[src/verilog/spc_map.vh]
// register map, field positions and reset values of the serial client
// ******************************************************************
// Functional notes
// ******************************************************************
// Functional notes
// RQ1: host mode, select enabled as input: low select means another host.
// RQ2: that forced drop clears the host-select bit.
// RQ3: that forced drop sets the transfer flag.
// RQ4: outside circuit holds select high while host mode is wanted.
// RQ5: select configured as output has no effect on host mode.
// RQ6: select-disable set makes the block ignore select fully. The code masks only the host-mode drop; client mode still follows select.
// RQ7: software must set host-select again after a forced drop.
// RQ8: software should check host-select before each new byte.
// RQ9: external serial clock phases each last over two clock cycles.
// RQ10: client normal mode idles while select high; shifts after select low.
// RQ11: client normal mode sets transfer flag after each full byte.
// RQ12: client normal write during transfer is dropped, collision flag set.
// RQ13: select high halts client, drops partial received byte.
// RQ14: buffer-enable turns on buffered mode; wait-for-receive picks variant. The code treats wait-for-receive as cleared.
// RQ15: buffered, wait cleared: writes go to buffer, dummy byte first.
// RQ16: dummy byte is what the shift register holds.
// RQ17: buffered write while buffer full is lost.
// RQ18: buffer-empty clears on buffer write, sets when buffer moves out.
// RQ19: receive-complete sets one cycle after buffer-empty rises.
// RQ20: transfer-complete one cycle later, only if nothing left to send.
// RQ21: eight-bit shift register shifts out and in together.
// RQ22: select high resets the transfer state at once.
// RQ23: serial clock, select and data pass two flip-flops first.
`ifndef SPC_MAP_VH
`define SPC_MAP_VH
// byte offsets
`define SPC_CONTROL_FIRST    4'h0
`define SPC_CONTROL_SECOND   4'h4
`define SPC_INTERRUPT_FLAGS  4'h8
`define SPC_DATA             4'hC
// control_first fields
`define SPC_ENABLE_BIT       0
`define SPC_HOST_SELECT_BIT  5
// control_second fields
`define SPC_BUF_ENABLE_BIT   7
`define SPC_BUF_WAIT_BIT     6
`define SPC_SEL_OUTPUT_BIT   3
`define SPC_SEL_DISABLE_BIT  2
// interrupt_flags fields (write one to clear)
`define SPC_XFER_FLAG_BIT    7
`define SPC_WCOL_FLAG_BIT    6
`define SPC_RXC_FLAG_BIT     5
`define SPC_TXC_FLAG_BIT     4
`define SPC_DRE_FLAG_BIT     3
// reset values, bit count and response codes
`define SPC_CTRL_RESET       8'h00
`define SPC_FLAGS_RESET      8'h08
`define SPC_BIT_COUNT        4'h8
`define SPC_RESP_OKAY        2'h0
`define SPC_RESP_SLVERR      2'h2
`endif
[src/verilog/spc_core.v]
// serial client with multi-host select handling and an axi4-lite slave
`timescale 1ns/1ps
`default_nettype none
`include "spc_map.vh"
module spc_core
(
  // clock and reset
  input  wire        aclk,
  input  wire        aresetn,
  // axi4-lite write
  input  wire [3:0]  s_axi_awaddr,
  input  wire        s_axi_awvalid,
  output wire        s_axi_awready,
  input  wire [31:0] s_axi_wdata,
  input  wire [3:0]  s_axi_wstrb,
  input  wire        s_axi_wvalid,
  output wire        s_axi_wready,
  output reg  [1:0]  s_axi_bresp,
  output reg         s_axi_bvalid,
  input  wire        s_axi_bready,
  // axi4-lite read
  input  wire [3:0]  s_axi_araddr,
  input  wire        s_axi_arvalid,
  output wire        s_axi_arready,
  output reg  [31:0] s_axi_rdata,
  output reg  [1:0]  s_axi_rresp,
  output reg         s_axi_rvalid,
  input  wire        s_axi_rready,
  // serial pins
  input  wire        sck_in,
  input  wire        select_n_in,
  input  wire        mosi_in,
  output wire        miso_o,
  output wire        miso_oe
);

  // ****************************************************************
  // pin synchronisers
  // ****************************************************************
  reg  [1:0] sck_sync_q;
  reg  [1:0] sel_sync_q;
  reg  [1:0] mosi_sync_q;
  reg        sck_prev_q;
  wire       sck_s;
  wire       sel_n_s;
  wire       mosi_s;
  wire       sck_rise;
  wire       sck_fall;

  always @(posedge aclk)
  begin
    if (!aresetn)
    begin
      // idle levels, so no false edge or select follows reset
      sck_sync_q  <= 2'h0;
      sel_sync_q  <= 2'h3;
      mosi_sync_q <= 2'h0;
      sck_prev_q  <= 1'b0;
    end
    else
    begin
      // first stage feeds only the second one  see RQ23
      sck_sync_q  <= {sck_sync_q[0], sck_in};
      sel_sync_q  <= {sel_sync_q[0], select_n_in};
      mosi_sync_q <= {mosi_sync_q[0], mosi_in};
      sck_prev_q  <= sck_sync_q[1];
    end
  end

  assign sck_s    = sck_sync_q[1];
  assign sel_n_s  = sel_sync_q[1];
  assign mosi_s   = mosi_sync_q[1];
  // edges only resolve if each phase spans over two clocks  see RQ9
  assign sck_rise = sck_s & ~sck_prev_q;
  assign sck_fall = ~sck_s & sck_prev_q;

  // ****************************************************************
  // register bus
  // ****************************************************************
  reg  [7:0] ctrl_first_q;
  reg  [7:0] ctrl_second_q;
  reg  [7:0] flags_q;
  reg  [7:0] shreg_q;
  reg  [7:0] rx_data_q;
  reg  [7:0] tx_buf_q;
  wire       wr_take;
  wire       wr_ok;
  wire       wr_ctrl1;
  wire       wr_ctrl2;
  wire       wr_flags;
  wire       wr_data;
  wire [7:0] wbyte;
  reg  [7:0] rd_mux;
  reg        rd_hit;

  // both channels are taken together, so address and data never split
  assign wr_take       = s_axi_awvalid & s_axi_wvalid & ~s_axi_bvalid;
  assign s_axi_awready = wr_take;
  assign s_axi_wready  = wr_take;
  assign s_axi_arready = ~s_axi_rvalid;
  assign wr_ok    = wr_take & s_axi_wstrb[0];
  assign wbyte    = s_axi_wdata[7:0];
  assign wr_ctrl1 = wr_ok & (s_axi_awaddr == `SPC_CONTROL_FIRST);
  assign wr_ctrl2 = wr_ok & (s_axi_awaddr == `SPC_CONTROL_SECOND);
  assign wr_flags = wr_ok & (s_axi_awaddr == `SPC_INTERRUPT_FLAGS);
  assign wr_data  = wr_ok & (s_axi_awaddr == `SPC_DATA);

  always @*
  begin
    rd_hit = 1'b1;
    case (s_axi_araddr)
      `SPC_CONTROL_FIRST:   rd_mux = ctrl_first_q;
      `SPC_CONTROL_SECOND:  rd_mux = ctrl_second_q;
      `SPC_INTERRUPT_FLAGS: rd_mux = flags_q;
      `SPC_DATA:            rd_mux = rx_data_q;
      default:
      begin
        rd_mux = 8'h00;
        rd_hit = 1'b0;
      end
    endcase
  end

  always @(posedge aclk)
  begin
    if (!aresetn)
    begin
      s_axi_bvalid <= 1'b0;
      s_axi_bresp  <= `SPC_RESP_OKAY;
      s_axi_rvalid <= 1'b0;
      s_axi_rresp  <= `SPC_RESP_OKAY;
      s_axi_rdata  <= 32'h00000000;
    end
    else
    begin
      if (wr_take)
      begin
        s_axi_bvalid <= 1'b1;
        case (s_axi_awaddr)
          `SPC_CONTROL_FIRST,
          `SPC_CONTROL_SECOND,
          `SPC_INTERRUPT_FLAGS,
          `SPC_DATA: s_axi_bresp <= `SPC_RESP_OKAY;
          default:   s_axi_bresp <= `SPC_RESP_SLVERR;
        endcase
      end
      else if (s_axi_bready)
        s_axi_bvalid <= 1'b0;
      if (s_axi_arvalid && !s_axi_rvalid)
      begin
        s_axi_rvalid <= 1'b1;
        s_axi_rdata  <= {24'h000000, rd_mux};
        s_axi_rresp  <= rd_hit ? `SPC_RESP_OKAY : `SPC_RESP_SLVERR;
      end
      else if (s_axi_rready)
        s_axi_rvalid <= 1'b0;
    end
  end

  // ****************************************************************
  // mode decode
  // ****************************************************************
  wire enabled;
  wire host_mode;
  wire buf_mode;
  wire sel_guard;
  wire host_drop;
  wire client_on;
  wire selected;

  assign enabled   = ctrl_first_q[`SPC_ENABLE_BIT];
  assign host_mode = ctrl_first_q[`SPC_HOST_SELECT_BIT];
  // wait-for-receive set is outside this block and acts as cleared
  assign buf_mode  = ctrl_second_q[`SPC_BUF_ENABLE_BIT]; // see RQ14
  // in host mode only an input select pin with the disable clear is watched
  assign sel_guard = ~ctrl_second_q[`SPC_SEL_DISABLE_BIT]   // see RQ6
                   & ~ctrl_second_q[`SPC_SEL_OUTPUT_BIT];   // see RQ5
  // a low select while hosting means a rival host took the bus
  assign host_drop = enabled & host_mode & sel_guard & ~sel_n_s; // see RQ1
  assign client_on = enabled & ~host_mode;
  assign selected  = client_on & ~sel_n_s;                     // see RQ10

  always @(posedge aclk)
  begin
    if (!aresetn)
    begin
      ctrl_first_q  <= `SPC_CTRL_RESET;
      ctrl_second_q <= `SPC_CTRL_RESET;
    end
    else
    begin
      if (wr_ctrl1)
        ctrl_first_q <= wbyte;
      // hardware drop wins over a software write in the same cycle
      if (host_drop)
        ctrl_first_q[`SPC_HOST_SELECT_BIT] <= 1'b0;           // see RQ2
      if (wr_ctrl2)
        ctrl_second_q <= wbyte;
    end
  end

  // ****************************************************************
  // client shift engine
  // ****************************************************************
  reg  [3:0] bit_cnt_q;
  reg        samp_q;
  reg        tx_full_q;
  reg        done_q;
  reg        rxc_pend_q;
  reg        txc_pend_q;
  wire       busy;
  wire       buf_wr;
  wire       coll_wr;
  wire [7:0] shifted;
  wire       byte_done;
  wire       move_buf;

  // a deselect mid-byte keeps the shifted bits; only the count restarts
  assign busy      = selected & (bit_cnt_q != 4'h0);
  assign shifted   = {shreg_q[6:0], samp_q};                   // see RQ21
  assign byte_done = selected & sck_fall & (bit_cnt_q == `SPC_BIT_COUNT);
  assign move_buf  = byte_done & buf_mode & tx_full_q;
  // a full buffer or a busy shifter turns the write away
  assign buf_wr    = wr_data & client_on & buf_mode & ~tx_full_q;  // see RQ17
  assign coll_wr   = wr_data & client_on & ~buf_mode & busy;       // see RQ12
  // the line is driven from the shift register flop, msb first
  assign miso_o    = shreg_q[7];
  assign miso_oe   = selected;

  always @(posedge aclk)
  begin
    if (!aresetn)
    begin
      bit_cnt_q <= 4'h0;
      samp_q    <= 1'b0;
      shreg_q   <= 8'h00;
      rx_data_q <= 8'h00;
      tx_buf_q  <= 8'h00;
      tx_full_q <= 1'b0;
    end
    else
    begin
      if (!selected)
        // select high drops the partial byte at once  see RQ13
        bit_cnt_q <= 4'h0;                                     // see RQ22
      else if (sck_rise)
      begin
        samp_q    <= mosi_s;
        bit_cnt_q <= bit_cnt_q + 4'h1;
      end
      else if (sck_fall && bit_cnt_q != 4'h0)
      begin
        if (byte_done)
          bit_cnt_q <= 4'h0;
        shreg_q <= shifted;
      end
      if (byte_done)
        rx_data_q <= shifted;
      if (move_buf)
      begin
        // without a queued byte the received one goes out next  see RQ16
        shreg_q   <= tx_buf_q;
        tx_full_q <= 1'b0;
      end
      if (wr_data && client_on)
      begin
        if (buf_mode)
        begin
          // a write lands in the buffer only while it is empty, never the shifter  see RQ15
          if (!tx_full_q)
          begin
            tx_buf_q  <= wbyte;
            tx_full_q <= 1'b1;
          end                                                  // see RQ17
        end
        else if (!busy)
          shreg_q <= wbyte;                                    // see RQ12
      end
    end
  end

  // ****************************************************************
  // flags
  // ****************************************************************
  reg [7:0] flags_d;

  always @*
  begin
    flags_d = flags_q;
    if (wr_flags)
      flags_d = flags_q & ~wbyte;
    // buffer write empties the flag; clear of write loses to move
    if (buf_wr)
      flags_d[`SPC_DRE_FLAG_BIT] = 1'b0;                       // see RQ18
    if (move_buf)
      flags_d[`SPC_DRE_FLAG_BIT] = 1'b1;                       // see RQ18
    if (host_drop)
      flags_d[`SPC_XFER_FLAG_BIT] = 1'b1;                      // see RQ3
    if (byte_done && !buf_mode)
      flags_d[`SPC_XFER_FLAG_BIT] = 1'b1;                      // see RQ11
    if (coll_wr)
      flags_d[`SPC_WCOL_FLAG_BIT] = 1'b1;                      // see RQ12
    if (rxc_pend_q)
      flags_d[`SPC_RXC_FLAG_BIT] = 1'b1;                       // see RQ19
    if (txc_pend_q)
      flags_d[`SPC_TXC_FLAG_BIT] = 1'b1;                       // see RQ20
  end

  always @(posedge aclk)
  begin
    if (!aresetn)
      flags_q <= `SPC_FLAGS_RESET;
    else
      flags_q <= flags_d;
  end

  // ****************************************************************
  // buffered flag pipeline
  // ****************************************************************
  // each flag trails the one before by a single clock edge
  always @(posedge aclk)
  begin
    if (!aresetn)
    begin
      done_q     <= 1'b0;
      rxc_pend_q <= 1'b0;
      txc_pend_q <= 1'b0;
    end
    else
    begin
      // empty flag rises at the byte end edge, receive one edge later
      rxc_pend_q <= byte_done & buf_mode;                      // see RQ19
      // a byte end that moved the buffer still has a byte to send
      done_q     <= byte_done & buf_mode & ~tx_full_q;         // see RQ20
      // complete only when shifter and buffer both ran dry
      txc_pend_q <= done_q & ~tx_full_q;                       // see RQ20
    end
  end

endmodule
`default_nettype wire

[config.mk]
export PLATFORM = sky130hd
export DESIGN_NAME = spc_core
export DESIGN_NICKNAME = d
export VERILOG_FILES = /design/src/verilog/spc_core.v
export VERILOG_INCLUDE_DIRS = /design/src /design/src/verilog
export SDC_FILE = /design/constraint.sdc
export NUM_CORES = 1
export LEC_CHECK = 0
export BUFFER_PORTS_ARGS = -buffer_cell sky130_fd_sc_hd__clkbuf_2
export CORE_ASPECT_RATIO = 1.75
export CORE_UTILIZATION = 52
export CTS_CLUSTER_DIAMETER = 40
export DETAILED_ROUTE_END_ITERATION = 12
export GPL_TIMING_DRIVEN = 1
export PLACE_DENSITY = 0.85
export SLEW_MARGIN = 20
export SYNTH_ARGS = -nofsm -noshare
export SYNTH_HDL_FRONTEND = slang
export SYNTH_SLANG_ARGS = --single-unit
[constraint.sdc]
create_clock -name aclk -period 2.6 [get_ports aclk]
set_input_delay 0.13 -clock aclk [delete_from_list [all_inputs] [get_ports aclk]]
set_output_delay 0.13 -clock aclk [all_outputs]
set_load 0.02 [all_outputs]
==> results of run 1 <==
## cell type report
type / count / area share (%)
multi-input cells: 255 / 44.4
flip-flops and latches: 76 / 37.9
repair buffers: 49 / 6.54
clock buffers: 11 / 6.29
well taps: 82 / 2.55
clock inverters: 4 / 1.81
inverters: 6 / 0.561
## worst paths after layout
path | depth (start not counted) | start | to | slack [ns]
max | 6 | bit_cnt_q[0]$_SDFFE_PN0P_ | shreg_q[3]$_SDFF_PN0_ | 0.57
min | 2 | sck_in | sck_sync_q[0]$_SDFF_PN0_ | 0.01
min reg2reg | 1 | sel_sync_q[0]$_SDFF_PN1_ | sel_sync_q[1]$_SDFF_PN1_ | 0.40
max reg2reg | 6 | bit_cnt_q[0]$_SDFFE_PN0P_ | shreg_q[3]$_SDFF_PN0_ | 0.57
## metal layers
layer / vias to the layer above / part of all wire, % / global-route usage (%)
met5: - / 0 / 0
met4: 0 / 3.2 / 12.6
met3: 17 / 3.7 / 4.65
met2: 74 / 55 / 38.7
met1: 1214 / 38 / 22.2
li1: 1287 / - / -
## cells in the mapped netlist (all sizes together)
library cell  instances
nand3b                3
nand2b                5
mux2i                48
nand2                41
ha                    2
conb                  1
nand4bb               2
nor3                  4
nand3                13
a21oi                 5
clkbuf               14
nor4                  3
a2111oi               1
or3                   2
and2                  6
a22o                  8
o22ai                 8
buf                  31
inv                   6
or3b                  1
nor2                  4
dfxtp                76
nor3b                 4
nor2b                27
a21boi               15
nand4                 3
o211a                 2
and3                  2
o221ai                8
o31a                  1
and3b                 1
and4bb                2
and2b                 1
or4b                  1
xor2                  2
o21a                  3
a31o                  1
## report_power, final
group	leakage [uW]	total [uW]	switching [uW]	internal (uW)
clock	0.000158	1340	452	884
sequential	0.000614	1180	6.30	1180
combinational	0.000882	157	108	49.6
total	0.00165	2680	566	2110
## sequential cells by signal, summed over array words and instances (netlist names), 2 cells and up
name           count
shreg_q            8
rx_data_q          8
s_axi_rdata        8
bit_cnt_q          4
ctrl_first_q       8
tx_buf_q           8
flags_q            8
sck_sync_q         2
sel_sync_q         2
ctrl_second_q      8
mosi_sync_q        2
## timing repair
action,in CTS,in global routing
hold endpoints to repair,1,0
hold buffers,1,0
setup buffers,0,0
## logic make-up (layout without fill, tap and decap cells)
logic type | Yosys count | after routing | share of synthesized area, %
mux | 48 | 48 | 13.7
xor+xnor | 2 | 2 | 0.500
buf+inv | 51 | 70 | 8.50
other cells | 1 | 26 | 0.107
flops | 76 | 76 | 43.4
fa+ha+maj | 2 | 2 | 0.714
simple gates | 125 | 125 | 21.2
compound gates | 52 | 52 | 11.9
## critical path, cell delays in order (launching register included)
cell	delay, ns
dfxtp_1	0.33
inv_1	0.08
ha_1	0.18
or3b_4	0.43
a2111oi_4	0.46
nand3b_4	0.26
o221ai_1	0.16
## per-stage QoR
stage                     setup slack [ns]  total power, uW  cells
after floorplan                      0.634             1340    382
after global placement               0.646             1360    467
after detailed placement             0.583             1360    467
after CTS                            0.556             2690    483
after global routing                 0.492             2760    483
final                                0.568             2680    483
==> metrics.yaml, run 1 <==
initial_utilization_pct: 53.6
arrival_ns: 2.23
antenna_found_initial: 0
hpwl_um: 5150
cts_tree: "yes"
status: "finished clean"
grt_pass1_wl_um: 11600
final_max_slew_viol_count: 0
cts_root_buf: "clkbuf_16"
criticalPathCategory: "reg -> reg"
yosys_warnings: 0
ctsResizeCount: 0
wire_per_inst_um: 14.6
design_area_sq_um: 4020
syn-instance-count: 357
die_x_um: 64.0
die-area_sq_um: 7080
io-pin-count: 97
crit_fanout: 8
final_nets: 453
dieHeight_um: 111
synth_top_area_share_pct: 43.4
finalSetupTns_ns: 0
core_sq_um: 6540
num_rows: 39
seq_area_frac_synth_pct: 43.4
path_clk_slew_ns: 0.05
synth_seq_cells: 76
port_buffers: 43
detail-route-antenna-nets: 0
yosys-top-cells-area: "dfxtp_1, mux2i_1, buf_4"
finalCritPeriodShare_pct: 78.2
peakVddDrop_v: 0.000497
antenna-diode-count: 0
grt_max_degree: 41
hp-class: "in -> reg"
period_needed_ns: 2.03
leakage_uw: 0.00165
cts.sinks: 76
drt_pre_antenna_iters: 4
grt_overflow: 0
clock_path_buffers: 2
worst_pin_slew_ns: 0.736
worst_setup_path_start_kind: "flip-flop"
vias: 2592
drc: 0
htreeDepth: 3
cts_buffers: 9
maxCapViolations: 0
setup_viol: 0
hold_violations: 0
area_delta_synth_final_pct: 14.7
drt_wl_total_um: 7050
synthesis.area_sq_um: 3500
layout-drive-gt1-share_pct: 19.2
fin_skew_ns: 0.00456
track_usage_pct: 21.6
slew_headroom_pct: 51.0
yosysUniqueCellTypes: 46
post_dp_cell_area_sq_um: 3680
end_kind: "flip-flop"
clkLatencyLatePin_ns: 0.33
required_ns: 2.80
p_per_area_nw_per_um2: 666
gp_congestion: 0.835
grt_pass1_vias: 2482
synth.avg_cell_area_sq_um: 9.81
final_core_util_pct: 61.4
drt_iter0_markers: 112
layout_common_cells: "dfxtp_1, mux2i_1, clkbuf_2"
seqCellArea_sq_um: 1520
vias_per_cell: 5.37
synth_top_area_cell: "dfxtp_1"
multi_input_area_sq_um: 1780
hold_slack_ns: 0.0109
rsz0062_at_grt: "no"
fillers: 541
final_common_cell: "dfxtp_1"
fmax_mhz: 492
(Power assumes the default switching activity.)
==> run 2, diff against run 1 <==
- CORE_UTILIZATION: 52 -> 47
- PLACE_DENSITY: 0.85 -> 0.82
- clock period: 2.6 -> 1.7 ns (I/O delays scaled with it)
==> run 2 against run 1 <==
Against the previous run:
- core utilization is 2.7 points lower
- fmax increased by 15%
- critical path depth is the same
- count of clock-buffer cells in the layout grew 2
- sequential share of layout area fell by 2.0 points
- sequential cell count stayed put
- clock power increased by 57%
- the flow now finishes with violations (setup timing)
- routed wire length grew 5.2%
- critical path type unchanged
==> metrics.yaml, run 2 (synthesis gave the netlist of run 1 again) <==
status: "finished with violations"
violations: "setup timing"
slew_headroom_pct: 64.2  # +13 points
final_common_cell: "dfxtp_1"
grt_max_degree: 75  # +83%
rr_endpoint: "shreg_q[6]$_SDFF_PN0_"
die-area_sq_um: 7810  # +10%
initial_utilization_pct: 48.4  # -5.1 points
layout_common_cells: "dfxtp_1, mux2i_1, clkbuf_2"
worst_pin_slew_ns: 0.537  # -0.199 ns
track_usage_pct: 20.7  # -0.91 points
gp_congestion: 0.785  # -6.0%
wire_per_inst_um: 14.7  # +0.39%
min_from: "s_axi_wdata[1]"
antenna-diode-count: 0  # unchanged
grt_overflow: 0  # unchanged
htreeDepth: 3  # unchanged
period_needed_ns: 1.77  # -0.260 ns
port_buffers: 43  # unchanged
end_kind: "flip-flop"
clkLatencyLatePin_ns: 0.33  # about the same
vias_per_cell: 5.33  # -0.72%
hp-class: "in -> reg"
finalCritPeriodShare_pct: 104  # +26 points
io-pin-count: 97  # unchanged
antenna_found_initial: 0  # unchanged
vias: 2696  # +4.0%
final_max_slew_viol_count: 0  # unchanged
num_rows: 41  # +5.1%
core_sq_um: 7230  # +11%
area_delta_synth_final_pct: 21.3
place_ws_ns: -0.0728  # -0.656 ns
crit_fanout: 8  # unchanged
grt_pass1_wl_um: 11900  # +2.2%
path_clk_slew_ns: 0.06  # about the same
worst_setup_path_start_kind: "flip-flop"
arrival_ns: 1.97  # -0.26 ns
cts.sinks: 76  # unchanged
drt_wl_total_um: 7420  # +5.2%
drc: 0  # unchanged
clock_path_buffers: 2  # unchanged
cts_root_buf: "clkbuf_16"
fin_skew_ns: 0.00560  # +0.00103 ns
leakage_uw: 0.00176  # +6.5%
worstHoldPathCells: 2  # unchanged
cts_tree: "yes"
layout-drive-gt1-share_pct: 23.8  # +4.6 points
drt_iter0_markers: 109  # -2.7%
drt_pre_antenna_iters: 6  # +2
rr_worst_depth: 6  # unchanged
final_cell_count_no_fill: 506  # +4.8%
criticalPathCategory: "reg -> reg"
die_x_um: 67.3  # +5.0%
placed_cells: 482  # +3.2%
peakVddDrop_v: 0.000800  # +61%
timing.rr.start: "bit_cnt_q[0]$_SDFFE_PN0P_"
detail-route-antenna-nets: 0  # unchanged
fmax_mhz: 564  # +15%
setup_viol: 8  # +8
grt_pass1_vias: 2585  # +4.1%
cts_buffers: 9  # unchanged
required_ns: 1.90  # -0.90 ns
hpwl_um: 5270  # +2.3%
rsz0062_at_grt: "yes"
hold_violations: 0  # unchanged
final_nets: 471  # +4.0%
p_per_area_nw_per_um2: 981  # +47%
reg2reg_slack_ns: -0.07  # -0.64 ns
dieHeight_um: 116  # +5.1%
postLayoutSetupSlackWorst_ns: -0.0723  # -0.640 ns
finalSetupTns_ns: -0.386  # -0.386 ns
maxCapViolations: 0  # unchanged
hold_path_end: "flags_q[1]$_SDFFE_PN0P_"
[run 2: what timing repair did]
item,CTS,global route
gates resized for setup,2,2
setup buffers,1,3
endpoints found under the hold margin,4,0
pin swaps,0,1
cloned,0,0
endpoints found under the setup margin,8,18
hold buffers,4,0
[run 2: layer usage]
metal | vias to the layer above | share of wire, % | wire [um] | track usage [%]
met5 | - | 0 | 0 | 0
met4 | 0 | 3.3 | 248 | 12.1
met3 | 23 | 3.4 | 253 | 5.66
met2 | 79 | 53 | 3960 | 36.3
met1 | 1273 | 40 | 2960 | 21.3
li1 | 1321 | - | - | -
[run 2: how the worst max path moves through the flow]
stage	from	cells after the start	slack (ns)	endpoint
2_1_floorplan	bit_cnt_q[1]$_SDFFE_PN0P_	6	-0.16	shreg_q[0]$_SDFF_PN0_
3_3_place_gp	bit_cnt_q[1]$_SDFFE_PN0P_	7	-0.04	shreg_q[4]$_SDFF_PN0_
3_5_place_dp	bit_cnt_q[0]$_SDFFE_PN0P_	6	-0.07	shreg_q[2]$_SDFF_PN0_
4_1_cts	bit_cnt_q[0]$_SDFFE_PN0P_	6	-0.09	shreg_q[3]$_SDFF_PN0_
5_1_grt	bit_cnt_q[0]$_SDFFE_PN0P_	6	-0.15	shreg_q[6]$_SDFF_PN0_
6_report	bit_cnt_q[0]$_SDFFE_PN0P_	6	-0.07	shreg_q[6]$_SDFF_PN0_
[run 2: power by group]
part           switching (uW)  internal, uW  total [uW]
combinational             168          85.8         253
sequential               10.4          1800        1810
clock                     699          1400        2100
[run 2: metrics by stage]
| step | hold WS [ns] | utilization, % | power (uW) | area (sq um) |
|---|---|---|---|---|
| global route | 0.00706 | 58.7 | 4290 | 4250 |
| floorplan | 0.172 | - | 2050 | 3620 |
| finish | 0.0124 | 58.7 | 4170 | 4250 |
| global placement | 0.269 | 52.8 | 2090 | 3820 |
| detailed placement | 0.268 | 52.8 | 2090 | 3820 |
| CTS | 0.00480 | 58.3 | 4200 | 4220 |
[run 2: area by class of cell]
class | instances | area [sq um]
Clock buffer | 13 | 270
Clock inverter | 3 | 67.6
Tap cell | 86 | 108
Sequential cell | 76 | 1520
Inverter | 6 | 22.5
Multi-Input combinational cell | 255 | 1820
Timing Repair Buffer | 67 | 434
Fill cell | 609 | 2990
[run 2: worst max-delay path, stage by stage (launching register included)]
cell and delay, ns:
dfxtp_2 0.32, inv_2 0.07, ha_4 0.12, or3b_4 0.39
a2111oi_4 0.35, nand3b_4 0.26, o221ai_1 0.14
==> run 3, diff against run 2 <==
- CORE_UTILIZATION: 47 -> 52
- PLACE_DENSITY: 0.82 -> 0.85
- clock period: 1.7 -> 1.95 ns (I/O delays scaled with it)
==> run 3 against run 2 <==
Against the previous run:
- the run now ends clean
- via count is 0.52% lower
- first-iteration DRC count shrank 3.7%
- clock skew is 0.0013 ns higher
- non-clock buffer count decreased by 9
- die area decreased by 9.4%
- critical path depth is the same
- sequential share of layout area increased by 1.2 points
- fmax down 4.1%
- global-route usage is 3.2 points higher
- sequential power is 13% lower
- cell count decreased by 2.6%
- highest routed layer unchanged
==> metrics.yaml, run 3 (synthesis gave the netlist of run 1 again) <==
status: "finished clean"
crit_fanout: 8  # unchanged
final_common_cell: "dfxtp_1"
final_cell_count_no_fill: 493  # -2.6%
path_clk_slew_ns: 0.06  # about the same
grt_max_degree: 30  # -60%
finalSetupTns_ns: 0  # +0.386 ns
criticalPathCategory: "reg -> reg"
antenna_found_initial: 0  # unchanged
setup.worst_path.end: "shreg_q[3]$_SDFF_PN0_"
cts.sinks: 76  # unchanged
critPathLaunch: "bit_cnt_q[0]$_SDFFE_PN0P_"
drt_wl_total_um: 7810  # +5.2%
finalCritPeriodShare_pct: 94.7  # -9.5 points
placed_cells: 472  # -2.1%
design_area_sq_um: 4110  # -3.4%
p_per_area_nw_per_um2: 869  # -11%
grt_overflow: 0  # unchanged
final_nets: 462  # -1.9%
period_needed_ns: 1.85  # +0.0751 ns
dieHeight_um: 111  # -4.8%
slew_headroom_pct: 61.7  # -2.6 points
fin_skew_ns: 0.00685  # +0.00125 ns
worst_setup_path_start_kind: "flip-flop"
layout_common_cells: "dfxtp_1, mux2i_1, clkbuf_2"
leakage_uw: 0.00170  # -3.4%
initial_utilization_pct: 53.6  # +5.1 points
detail-route-antenna-nets: 0  # unchanged
final_core_util_pct: 62.8  # +4.1 points
maxCapViolations: 0  # unchanged
port_buffers: 43  # unchanged
clock_path_buffers: 2  # unchanged
cts_root_buf: "clkbuf_16"
hp-class: "in -> reg"
layout-drive-gt1-share_pct: 20.9  # -2.9 points
drt_iter0_markers: 105  # -3.7%
drt_pre_antenna_iters: 4  # -2
clkLatencyLatePin_ns: 0.34  # about the same
gp_congestion: 0.816  # +4.0%
peakVddDrop_v: 0.000555  # -31%
rsz0062_at_grt: "no"
cts_tree: "yes"
drc: 0  # unchanged
cts_buffers: 9  # unchanged
end_kind: "flip-flop"
arrival_ns: 2.05  # +0.08 ns
htreeDepth: 3  # unchanged
final_max_slew_viol_count: 0  # unchanged
fmax_mhz: 541  # -4.1%
worst_pin_slew_ns: 0.575  # +0.0383 ns
rr_endpoint: "shreg_q[3]$_SDFF_PN0_"
rr_worst_depth: 6  # unchanged
vias: 2682  # -0.52%
track_usage_pct: 23.9  # +3.2 points
antenna-diode-count: 0  # unchanged
die_x_um: 64.0  # -4.8%
hold_violations: 0  # unchanged
core_sq_um: 6540  # -9.6%
io-pin-count: 97  # unchanged
wire_per_inst_um: 15.8  # +8.0%
required_ns: 2.16  # +0.26 ns
reg2reg_slack_ns: 0.10  # +0.17 ns
vias_per_cell: 5.44  # +2.1%
hpwl_um: 5380  # +2.2%
area_delta_synth_final_pct: 17.2
num_rows: 39  # -4.9%
grt_pass1_wl_um: 12600  # +5.9%
timing.rr.start: "bit_cnt_q[0]$_SDFFE_PN0P_"
post_dp_cell_area_sq_um: 3720  # -2.7%
grt_pass1_vias: 2530  # -2.1%
setup_viol: 0  # -8
die-area_sq_um: 7080  # -9.4%
run 3: changes by cell type in the layout (fill, tap and decap cells not counted), sizes merged:
| cell | delta |
|---|---|
| clkbuf | -2 |
| buf | -9 |
| clkinvlp | -1 |
| clkinv | +3 |
run 3: what timing repair did:
item	in CTS	in global routing
gates resized for setup	2	3
hold buffers	4	0
pin swaps	2	1
hold endpoints to repair	4	0
buffers inserted	1	0
setup endpoints to repair	2	8
run 3: how the worst min path moves through the flow:
stage	start	endpoint	slack (ns)	depth (start not counted)
6_report	s_axi_rready	s_axi_rvalid$_SDFFE_PN0P_	0.02	3
5_1_grt	s_axi_wdata[0]	flags_q[0]$_SDFFE_PN0P_	0.04	2
4_1_cts	s_axi_rready	s_axi_rvalid$_SDFFE_PN0P_	0.01	3
3_5_place_dp	select_n_in	sel_sync_q[0]$_SDFF_PN1_	0.29	2
3_3_place_gp	select_n_in	sel_sync_q[0]$_SDFF_PN1_	0.29	2
2_1_floorplan	s_axi_wdata[0]	flags_q[0]$_SDFFE_PN0P_	0.18	1
run 3: stage by stage:
stage | hold slack [ns] | setup slack (ns) | power, uW
finish | 0.0171 | 0.103 | 3570
global route | 0.0351 | 0.0191 | 3660
CTS | 0.0121 | 0.00953 | 3580
detailed placement | 0.287 | 0.0162 | 1820
global placement | 0.285 | 0.0982 | 1810
floorplan | 0.185 | 0.0368 | 1790
run 3: cell type report:
cell class	instances	area, sq um
clock buffer	11	243
clock inverter	5	75.1
fill	532	2430
inverter	6	22.5
multi-input combinational	255	1800
sequential	76	1520
tap	82	103
timing repair buffer	58	338
run 3: per-layer routing:
layer	up-vias	routed length, um	track usage (%)
met3	16	244	5.27
met4	0	274	14.1
met2	68	4090	40.1
met5	-	0	0
li1	1309	-	-
met1	1289	3200	27.0
run 3: worst max-delay path, stage by stage (launching register included):
cell and delay, ns:
dfxtp_1 0.34, inv_2 0.09, ha_4 0.14, or3b_4 0.40, a2111oi_4 0.34, nand3b_4 0.25, o221ai_1 0.14
run 3: power by group:
group | leakage (uW) | internal, uW | total, uW | switching (uW)
sequential | 0.000614 | 1570 | 1580 | 9.33
combinational | 0.000927 | 71.2 | 221 | 149
clock | 0.000159 | 1150 | 1770 | 623
total | 0.00170 | 2790 | 3570 | 782
